`src/spfc_map.svh`:
```
// Register offsets, field positions, reset values and timing counts for the serial format block
`ifndef SPFC_MAP_SVH
`define SPFC_MAP_SVH

// Register indices on the plain register port
`define SPFC_ADDR_FORMAT 4'h0
`define SPFC_ADDR_STATION 4'h1
`define SPFC_ADDR_TIMEOUT 4'h2
`define SPFC_ADDR_CONTROL 4'h3
`define SPFC_ADDR_ACTIVE 4'h4
`define SPFC_ADDR_IRQ_STATUS 4'h5
`define SPFC_ADDR_IRQ_CLEAR 4'h6
`define SPFC_ADDR_IRQ_ENABLE 4'h7
`define SPFC_ADDR_REQUEST 4'h8

// Control register bits
`define SPFC_CTL_HOLD 0
`define SPFC_CTL_RTU 1
`define SPFC_CTL_MASTER 2
`define SPFC_CTL_RUN 3

// Request register bits
`define SPFC_REQ_READ 0
`define SPFC_REQ_WRITE 1
`define SPFC_REQ_READ_WRITE 2

// Interrupt status bits
`define SPFC_IRQ_TIMEOUT 0
`define SPFC_IRQ_APPLIED 1
`define SPFC_IRQ_REJECTED 2
`define SPFC_IRQ_RESPONSE 3

// Format word fields and reset values
`define SPFC_FMT_USED_MASK 16'h07FF
`define SPFC_FMT_DEFAULT 16'h0086
`define SPFC_RATE_DEFAULT 4'h8
`define SPFC_STATION_DEFAULT 16'h0001
`define SPFC_TIMEOUT_DEFAULT 16'h0000

// One timeout unit of ten microseconds at the 100 MHz system clock; the 16-bit
// setting still reaches about 655 ms, plenty for a slow remote station
`define SPFC_TIMEOUT_UNIT_NS 10000
`define SPFC_CLK_PERIOD_NS 10
`define SPFC_TIMEOUT_UNIT_CYC (`SPFC_TIMEOUT_UNIT_NS / `SPFC_CLK_PERIOD_NS)

`endif

```
`src/spfc_pkg.sv`:
```
// Types shared by the serial format block
`default_nettype none
package spfc_pkg;

  typedef enum logic [1:0] {
    SPFC_PAR_NONE = 2'b00,
    SPFC_PAR_ODD = 2'b01,
    SPFC_PAR_BAD = 2'b10,
    SPFC_PAR_EVEN = 2'b11
  } spfc_parity_e;

  typedef struct packed {
    logic eight_bits;
    spfc_parity_e parity;
    logic two_stops;
    logic [3:0] rate_code;
    logic rtu;
  } spfc_format_s;

  typedef struct packed {
    logic [3:0] addr;
    logic [15:0] wdata;
    logic wr;
    logic rd;
  } spfc_bus_s;

  typedef enum logic [1:0] {
    SPFC_XFER_IDLE = 2'b00,
    SPFC_XFER_WAIT = 2'b01
  } spfc_xfer_e;

endpackage
`default_nettype wire

```
`src/spfc_format_check.sv`:
```
// Validates a format word and framing bit into a decoded line format
`default_nettype none
`include "spfc_map.svh"
module spfc_format_check
  import spfc_pkg::*;
(
  input wire logic [15:0] fmt_word,
  input wire logic rtu_sel,
  output spfc_format_s fmt,
  output logic valid
);

  function automatic logic rate_ok(input logic [3:0] code);
    rate_ok = (code >= 4'h1) && (code <= 4'hC) && (code != 4'h4);
  endfunction

  logic [15:0] used;

  always_comb
  begin
    used = fmt_word & `SPFC_FMT_USED_MASK;
    fmt.eight_bits = used[0];
    fmt.parity = spfc_parity_e'(used[2:1]);
    fmt.two_stops = used[3];
    fmt.rate_code = used[7:4];
    fmt.rtu = rtu_sel;
    // RTU with seven data bits is refused so the old format stays
    valid = rate_ok(used[7:4]) && (used[2:1] != 2'b10) && !(rtu_sel && !used[0]);
  end

endmodule
`default_nettype wire

```
`src/spfc_timeout.sv`:
```
// Response timer counting timeout units while a master request waits
`default_nettype none
`include "spfc_map.svh"
module spfc_timeout
  import spfc_pkg::*;
#(
  parameter int unsigned UNIT_CYC = `SPFC_TIMEOUT_UNIT_CYC
)
(
  input wire logic CLK_SYS,
  input wire logic NRST,
  input wire logic start,
  input wire logic stop,
  input wire logic [15:0] limit,
  output logic expired
);

  typedef struct packed {
    logic busy;
    logic [23:0] pre;
    logic [15:0] units;
    logic expired;
  } spfc_tmo_s;

  spfc_tmo_s st_ff;
  spfc_tmo_s nxt_st;

  always_comb
  begin
    nxt_st = st_ff;
    nxt_st.expired = 1'b0;
    if (start)
    begin
      nxt_st.busy = 1'b1;
      nxt_st.pre = 24'h000000;
      nxt_st.units = 16'h0000;
    end
    else if (stop)
    begin
      nxt_st.busy = 1'b0;
    end
    else if (st_ff.busy)
    begin
      if (st_ff.pre == 24'(UNIT_CYC - 1))
      begin
        nxt_st.pre = 24'h000000;
        nxt_st.units = st_ff.units + 16'h0001;
        // A zero limit disables the timer
        if ((limit != 16'h0000) && (st_ff.units + 16'h0001 >= limit))
        begin
          nxt_st.busy = 1'b0;
          nxt_st.expired = 1'b1;
        end
      end
      else
      begin
        nxt_st.pre = st_ff.pre + 24'h000001;
      end
    end
  end

  always_ff @(posedge CLK_SYS or negedge NRST)
  begin
    if (!NRST)
      st_ff <= '0;
    else
      st_ff <= nxt_st;
  end

  assign expired = st_ff.expired;

endmodule
`default_nettype wire

```
`src/spfc_top.sv`:
```
// Serial port format configuration registers and master request sequencing
`default_nettype none
`include "spfc_map.svh"
// Overview of operation
// - Format bit 0 picks seven or eight data bits.
// - Bits 2:1 pick parity none, odd or even; bit 3 picks stop bits.
// - Bits 7:4 pick the line rate code from 110 to 115200 baud.
// - RTU framing always uses eight data bits; seven is refused.
// - A framing bit selects ASCII when clear, RTU when set.
// - On the first scan after run starts, hold flag set applies the format.
// - A programmable timeout sets a timeout flag when no response arrives.
// - An applied format stays in effect when the program stops.
// - Power-up gives the default: 9600 baud, seven bits, even parity, one stop.
// - Slave needs only the format; master launches each request by instruction.
module spfc_top
  import spfc_pkg::*;
(
  input wire logic CLK_SYS,
  input wire logic NRST,
  input wire logic [3:0] ADDR,
  input wire logic [15:0] WDATA,
  input wire logic WR,
  input wire logic RD,
  output logic [15:0] RDATA,
  input wire logic RESP_IN,
  output logic [3:0] RATE_CODE,
  output logic EIGHT_BITS,
  output logic [1:0] PARITY,
  output logic TWO_STOPS,
  output logic RTU_MODE,
  output logic MASTER_MODE,
  output logic REQ_READ,
  output logic REQ_WRITE,
  output logic REQ_READ_WRITE,
  output logic RESPONSE_TIMEOUT_FLAG,
  output logic IRQ
);

  // ==========================================================
  // Register map
  // ==========================================================
  // 0 format word, 1 station address, 2 timeout in timer units (0 disables),
  // 3 control: bit 0 hold, 1 framing, 2 master, 3 run,
  // 4 active format read back as {rtu, rate, stops, parity, eight},
  // 5 sticky status, 6 write-one-to-clear, 7 enable: bit 0 timeout, 1 applied,
  //   2 refused, 3 response,
  // 8 request: write bit 0 read, 1 write, 2 read-write; read bit 0 busy, 1 timeout.
  // Unused format bits 15:11 are stored for read-back but never decoded.
  // Software only edits the stored word; the line format moves on a first scan,
  // so a half-written format never reaches the port.
  // Refused formats (RTU with seven bits, parity 10, undefined rate codes)
  // leave the port as it was, trading a silent fallback for a status bit.

  // ==========================================================
  // State
  // ==========================================================
  typedef struct packed {
    // Software registers
    logic [15:0] serial_format_word;
    logic [15:0] slave_station_address;
    logic [15:0] response_timeout_setting;
    // Hold flag and framing bit only matter on a first scan
    logic format_hold_flag;
    logic framing_select_bit;
    logic master;
    // Run tracking for the first-scan apply
    logic run;
    logic run_seen;
    // Format the port uses now
    spfc_format_s active;
    // Interrupt sources and mask
    logic [3:0] irq_status;
    logic [3:0] irq_enable;
    // Master request in flight
    spfc_xfer_e xfer;
    logic [2:0] req;
    logic response_timeout_flag;
    // Output registers and the response line synchroniser
    logic [15:0] rdata;
    logic irq;
    logic resp_s1;
    logic resp_s2;
  } spfc_state_s;

  spfc_state_s st_ff;
  spfc_state_s nxt_st;
  spfc_bus_s bus;
  // Decoded view of the stored word and its refusal check
  spfc_format_s cand;
  logic cand_ok;
  logic tmo_hit;
  // Strobes worked out inside the next-state process
  logic launch;
  logic first_scan;

  // ==========================================================
  // Helpers
  // ==========================================================
  // Active format as software reads it back: {rtu, rate, stops, parity, eight}
  function automatic logic [15:0] pack_active(input spfc_format_s f);
    pack_active = {7'h00, f.rtu, f.rate_code, f.two_stops, f.parity, f.eight_bits};
  endfunction

  // Read-back mux; write-only and unmapped indices read as zero
  function automatic logic [15:0] read_word(input spfc_state_s s, input logic [3:0] a);
    case (a)
      `SPFC_ADDR_FORMAT: read_word = s.serial_format_word;
      `SPFC_ADDR_STATION: read_word = s.slave_station_address;
      `SPFC_ADDR_TIMEOUT: read_word = s.response_timeout_setting;
      `SPFC_ADDR_CONTROL:
        read_word = {12'h000, s.run, s.master, s.framing_select_bit, s.format_hold_flag};
      `SPFC_ADDR_ACTIVE: read_word = pack_active(s.active);
      `SPFC_ADDR_IRQ_STATUS: read_word = {12'h000, s.irq_status};
      `SPFC_ADDR_IRQ_ENABLE: read_word = {12'h000, s.irq_enable};
      `SPFC_ADDR_REQUEST:
        read_word = {14'h0000, s.response_timeout_flag, s.xfer == SPFC_XFER_WAIT};
      default: read_word = 16'h0000;
    endcase
  endfunction

  // A request starts only from an idle master and must name an instruction
  function automatic logic launch_ok(input spfc_state_s s, input logic [2:0] kind);
    launch_ok = s.master && (s.xfer == SPFC_XFER_IDLE) && (kind != 3'b000);
  endfunction

  // Level interrupt from sticky status gated by the enable mask
  function automatic logic irq_pending(input logic [3:0] status, input logic [3:0] enable);
    irq_pending = |(status & enable);
  endfunction

  // ==========================================================
  // Bus view, format check and response timer
  // ==========================================================

  assign bus = '{addr: ADDR, wdata: WDATA, wr: WR, rd: RD};

  spfc_format_check u_check (
    .fmt_word(st_ff.serial_format_word),
    .rtu_sel(st_ff.framing_select_bit),
    .fmt(cand),
    .valid(cand_ok)
  );

  // The timer stops on the synchronised response, never on the raw line
  spfc_timeout u_tmo (
    .CLK_SYS(CLK_SYS),
    .NRST(NRST),
    .start(launch),
    .stop(st_ff.resp_s2),
    .limit(st_ff.response_timeout_setting),
    .expired(tmo_hit)
  );

  // ==========================================================
  // Next state
  // ==========================================================
  always_comb
  begin
    nxt_st = st_ff;
    // Request strobes last one cycle unless a launch sets them again
    nxt_st.req = 3'b000;
    nxt_st.resp_s1 = RESP_IN;
    nxt_st.resp_s2 = st_ff.resp_s1;
    launch = 1'b0;
    // Rising run marks the first scan; the hold flag is tested only then
    first_scan = st_ff.run && !st_ff.run_seen;
    nxt_st.run_seen = st_ff.run;

    // ==========================================================
    // Register writes
    // ==========================================================
    if (bus.wr)
    begin
      case (bus.addr)
        `SPFC_ADDR_FORMAT: nxt_st.serial_format_word = bus.wdata;
        `SPFC_ADDR_STATION: nxt_st.slave_station_address = bus.wdata;
        `SPFC_ADDR_TIMEOUT: nxt_st.response_timeout_setting = bus.wdata;
        `SPFC_ADDR_CONTROL:
        begin
          nxt_st.format_hold_flag = bus.wdata[`SPFC_CTL_HOLD];
          nxt_st.framing_select_bit = bus.wdata[`SPFC_CTL_RTU];
          nxt_st.master = bus.wdata[`SPFC_CTL_MASTER];
          // Stopping leaves the active format untouched
          nxt_st.run = bus.wdata[`SPFC_CTL_RUN];
          // Clearing run rearms the first scan for the next start
          if (bus.wdata[`SPFC_CTL_RUN] == 1'b0)
            nxt_st.run_seen = 1'b0;
        end
        `SPFC_ADDR_IRQ_CLEAR: nxt_st.irq_status = st_ff.irq_status & ~bus.wdata[3:0];
        `SPFC_ADDR_IRQ_ENABLE: nxt_st.irq_enable = bus.wdata[3:0];
        `SPFC_ADDR_REQUEST:
        begin
          // Slave mode ignores requests; master idle launches one
          if (launch_ok(st_ff, bus.wdata[2:0]))
          begin
            nxt_st.req = bus.wdata[2:0];
            nxt_st.xfer = SPFC_XFER_WAIT;
            nxt_st.response_timeout_flag = 1'b0;
            launch = 1'b1;
          end
        end
        default: ;
      endcase
    end

    // ==========================================================
    // First-scan apply
    // ==========================================================
    // A refused word leaves the old format in place and raises the refused status
    if (first_scan && st_ff.format_hold_flag)
    begin
      if (cand_ok)
      begin
        nxt_st.active = cand;
        nxt_st.irq_status[`SPFC_IRQ_APPLIED] = 1'b1;
      end
      else
        nxt_st.irq_status[`SPFC_IRQ_REJECTED] = 1'b1;
    end

    // ==========================================================
    // Master request in flight
    // ==========================================================
    // Only the second synchroniser stage is read, so a late edge on the line
    // cannot split the response and timeout decisions
    case (st_ff.xfer)
      SPFC_XFER_IDLE: ;
      SPFC_XFER_WAIT:
      begin
        if (st_ff.resp_s2)
        begin
          nxt_st.xfer = SPFC_XFER_IDLE;
          nxt_st.irq_status[`SPFC_IRQ_RESPONSE] = 1'b1;
        end
        else if (tmo_hit)
        begin
          nxt_st.xfer = SPFC_XFER_IDLE;
          nxt_st.response_timeout_flag = 1'b1;
          nxt_st.irq_status[`SPFC_IRQ_TIMEOUT] = 1'b1;
        end
      end
      default: nxt_st.xfer = SPFC_XFER_IDLE;
    endcase

    // ==========================================================
    // Read data and interrupt
    // ==========================================================
    // Read data stands for exactly one cycle, then returns to zero
    nxt_st.rdata = 16'h0000;
    if (bus.rd)
      nxt_st.rdata = read_word(st_ff, bus.addr);

    // Taken from the next status so a set and its interrupt land together
    nxt_st.irq = irq_pending(nxt_st.irq_status, nxt_st.irq_enable);
  end

  // ==========================================================
  // Registers
  // ==========================================================
  // Power-up restores the default format whatever was applied before
  always_ff @(posedge CLK_SYS or negedge NRST)
  begin
    if (!NRST)
    begin
      st_ff <= '0;
      st_ff.serial_format_word <= `SPFC_FMT_DEFAULT;
      st_ff.slave_station_address <= `SPFC_STATION_DEFAULT;
      st_ff.response_timeout_setting <= `SPFC_TIMEOUT_DEFAULT;
      st_ff.active <= '{eight_bits: 1'b0, parity: SPFC_PAR_EVEN, two_stops: 1'b0,
                        rate_code: `SPFC_RATE_DEFAULT, rtu: 1'b0};
    end
    else
      st_ff <= nxt_st;
  end

  // ==========================================================
  // Outputs
  // ==========================================================
  // Read data
  assign RDATA = st_ff.rdata;

  // Line format in use
  assign RATE_CODE = st_ff.active.rate_code;
  assign EIGHT_BITS = st_ff.active.eight_bits;
  assign PARITY = st_ff.active.parity;
  assign TWO_STOPS = st_ff.active.two_stops;
  assign RTU_MODE = st_ff.active.rtu;

  // Master side
  assign MASTER_MODE = st_ff.master;
  assign REQ_READ = st_ff.req[`SPFC_REQ_READ];
  assign REQ_WRITE = st_ff.req[`SPFC_REQ_WRITE];
  assign REQ_READ_WRITE = st_ff.req[`SPFC_REQ_READ_WRITE];

  // Status
  assign RESPONSE_TIMEOUT_FLAG = st_ff.response_timeout_flag;
  assign IRQ = st_ff.irq;

endmodule
`default_nettype wire

```
`config.mk`:
```
export PLATFORM = sky130hd
export DESIGN_NAME = spfc_top
export DESIGN_NICKNAME = d
export VERILOG_FILES = /design/src/spfc_pkg.sv /design/src/spfc_format_check.sv /design/src/spfc_timeout.sv /design/src/spfc_top.sv
export VERILOG_INCLUDE_DIRS = /design/src
export SDC_FILE = /design/constraint.sdc
export NUM_CORES = 1
export LEC_CHECK = 0
export BUFFER_PORTS_ARGS = -buffer_cell sky130_fd_sc_hd__buf_2
export CORE_UTILIZATION = 45
export DETAILED_ROUTE_END_ITERATION = 6
export MAX_ROUTING_LAYER = met4
export PLACE_DENSITY = 0.6
export RECOVER_POWER = 100
export SETUP_SLACK_MARGIN = 0.5
export SYNTH_ARGS = -nofsm -noshare
export SYNTH_HDL_FRONTEND = slang
export SYNTH_SLANG_ARGS = --single-unit
```
`constraint.sdc`:
```
create_clock -name CLK_SYS -period 4.1 [get_ports CLK_SYS]
set_input_delay 0.615 -clock CLK_SYS [delete_from_list [all_inputs] [get_ports CLK_SYS]]
set_output_delay 0.615 -clock CLK_SYS [all_outputs]
set_load 0.02 [all_outputs]
```
==> reports/summary.txt <==
Status = finished, violations left
Failing checks = DRC, capacitance limit, slew limit
Synth area leader = dfrtp_1
RR Endpoint = u_tmo.expired
Ys async rst share = 100%
CTS tree = done
I/O Pins = 56
Netlist cell types = 63
Sequential-to-total area share from yosys stat = 49.6%
Clock power share = 39.6%
Die Wd = 126 µm
Design Power = 3840 µW
Seq pwr share = 45.5%
P_leak = 0.00347 µW
Worst R2R Setup Slack = 1190 ps
Pins Over Slew Limit = 84
Hold_buf cts = 0
Synth top area share = 47.0%
Post-Synthesis Cell Area = 0.00693 mm²
Die H = 126 µm
Top-count cell post-synth = dfrtp_1
Critical Path End = u_tmo.st_ff[28]
Synth area leaders = dfrtp_1, mux2_2, ha_1
Period minus WS final = 3240 ps
Layout cells sized above 1 = 19.6%
Logic gate share of total power = 14.8%
GRT Overall Usage = 22.3%
Final hold slack = 171 ps
Worst-Skew Late Latency = 430 ps
PnR worst setup slack = 861 ps
Vias in the first global route = 5096
Core area = 0.0148 mm²
Worst Reg2Reg Path Length in Cells = 10
Crit Path Max Fanout = 26
Register Area = 0.00344 mm²
Worst Skew = 16.3 ps
Synth Flop Type = dfrtp_1
Placement Cell Area = 0.00724 mm²
Syn Nets = 675
Fill cell count = 1340
Hold Path Class = in2async
Die area = 0.0159 mm²
First-pass GRT wire length = 26.6 mm
Remaining Overflow, GRT = 0
Period utilization = 79.0%
Max Cap Viol = 2
Setup violators final = 0
Initial core utilization = 46.9%
Drt pass-1 iters = 7
Post-Place Worst Slack = 1080 ps
Post-synth EDFFs = 0
Worst Tran Pin Value = 1760 ps
Ant. Diodes = 0
Nets@finish = 709
Psw = 1050 µW
Multi-input logic area = 0.00313 mm²
Area Growth Syn to Fin = 11.8%
Buffer count from post-CTS setup fixing = 0
Worst setup startpoint = ADDR[0]
RSZ-0062 raised after global routing = no
Largest net degree at the start of global routing = 73
DRT antenna net count = 0
Initial DRC count = 321
Worst slew margin = -17.6%
Clock transition at path regs = 60 ps
Num Clock Sinks = 137
Drt wl/cell = 18.5 µm
Setup tns final = 0 ps
H-tree Lvls = 4
Ys Warns = 0
Largest buffer count on any clock path = 2
Peak supply drop = 0.000306 V
Routed vias/inst = 5.78
Avg Cell Area, Syn = 11.0 µm²
Worst Path Class, Setup = in2reg
GP Congestion = 0.827
TritonCTS Buffers = 17
DRT Wirelength = 15.9 mm
Worst r2r src = u_tmo.st_ff[3]
Mapped Cells = 632
Synth Register Bits = 137
Int Pwr = 2780 µW
Hold Vio Cnt, Final = 0
Antenna violations before repair = 0
Pwr Density = 495 mW/mm²
HPWL reported at the end of detailed placement = 11.0 mm
Root Buffer = clkbuf_16
Detailed-route via count = 4981
Cell Rows = 44
CP Data Arrival Time = 3570 ps
Peak Freq = 309 MHz
Critical Path Source Type = input pin
Sw frac = 27.4%
Final Instance Area = 0.00774 mm²
PostCTS Resize Cnt = 0
PortBufs = 55
CP endpoint kind = register
Drt drc = 2
WP data required = 4430 ps
Commonest cells in the netlist = dfrtp_1, mux2_2, nand2_1, nor2_1, a22o_1
-- layer usage --
metal  track usage [%]  up-vias  wire [µm]
met3              4.55       22        621
met1              28.6     2495       7220
met4              8.43        0        286
met2              34.7      107       7810
met5                 -        -          0
li1                  -     2357          -
-- metrics by stage --
step,std cells,util (%)
floorplan,632,-
global placement,831,49.1
finish,862,52.5
detailed placement,831,49.1
CTS,862,53.1
global route,862,52.5
-- layout by cell type, fill, tap and decap left out, types with 21 or more instances in the layout --
| master | instances |
|---|---|
| mux2_2 | 60 |
| nand2_1 | 41 |
| nor2_1 | 41 |
| a21oi_1 | 22 |
| dfrtp_1 | 130 |
| buf_2 | 22 |
| clkbuf_1 | 38 |
| inv_1 | 23 |
| a22o_1 | 24 |
| nand3_1 | 21 |
-- kinds of logic after synthesis --
logic type	synth area share, %
other	0.0541
buffers and inverters	5.18
AOI/OAI and AO/OA	11.9
adders and majority gates	3.25
xor gates and xnor gates	2.28
and+or+nand+nor	14.5
DFF	49.6
muxes	13.2
-- worst min path at each step --
stage	end	cells after the start	slack, ps
final	RDATA[4]	1	170
after global routing	RDATA[1]	1	220
after CTS	RDATA[1]	1	200
after detailed placement	st_ff[0]	0	340
after global placement	st_ff[0]	0	330
after floorplan	EIGHT_BITS	0	320
-- critical path: stages --
cell and delay [ps]:
clkbuf_1 890, or4b_1 390, nor3_4 110, a211oi_1 230, clkbuf_1 810, o21ai_0 240, a31oi_1 240
-- power by group through the flow --
stage / Combinational [µW] / Sequential, µW / Clock, µW
after floorplan: 443 / 1730 / 0
after global placement: 577 / 1760 / 0
after detailed placement: 593 / 1770 / 0
after CTS: 597 / 1750 / 1550
after global routing: 632 / 1780 / 1610
final: 569 / 1750 / 1520
-- area by class of cell --
type / instances / area share [%]
Multi-Input combinational cell: 424 / 40.4
Tap cell: 184 / 2.97
Clock inverter: 13 / 2.00
Clock buffer: 18 / 5.54
Timing Repair Buffer: 63 / 3.62
Sequential cell: 137 / 44.4
Inverter: 23 / 1.11
-- flip-flops by register name, indices dropped and copies added, names as in the netlist, 2 cells and up --
name / cells
u_tmo.st_ff: 41
st_ff: 63
PARITY: 2
RATE_CODE: 4
RDATA: 16
No activity file was read; power rests on OpenSTA's default activity.
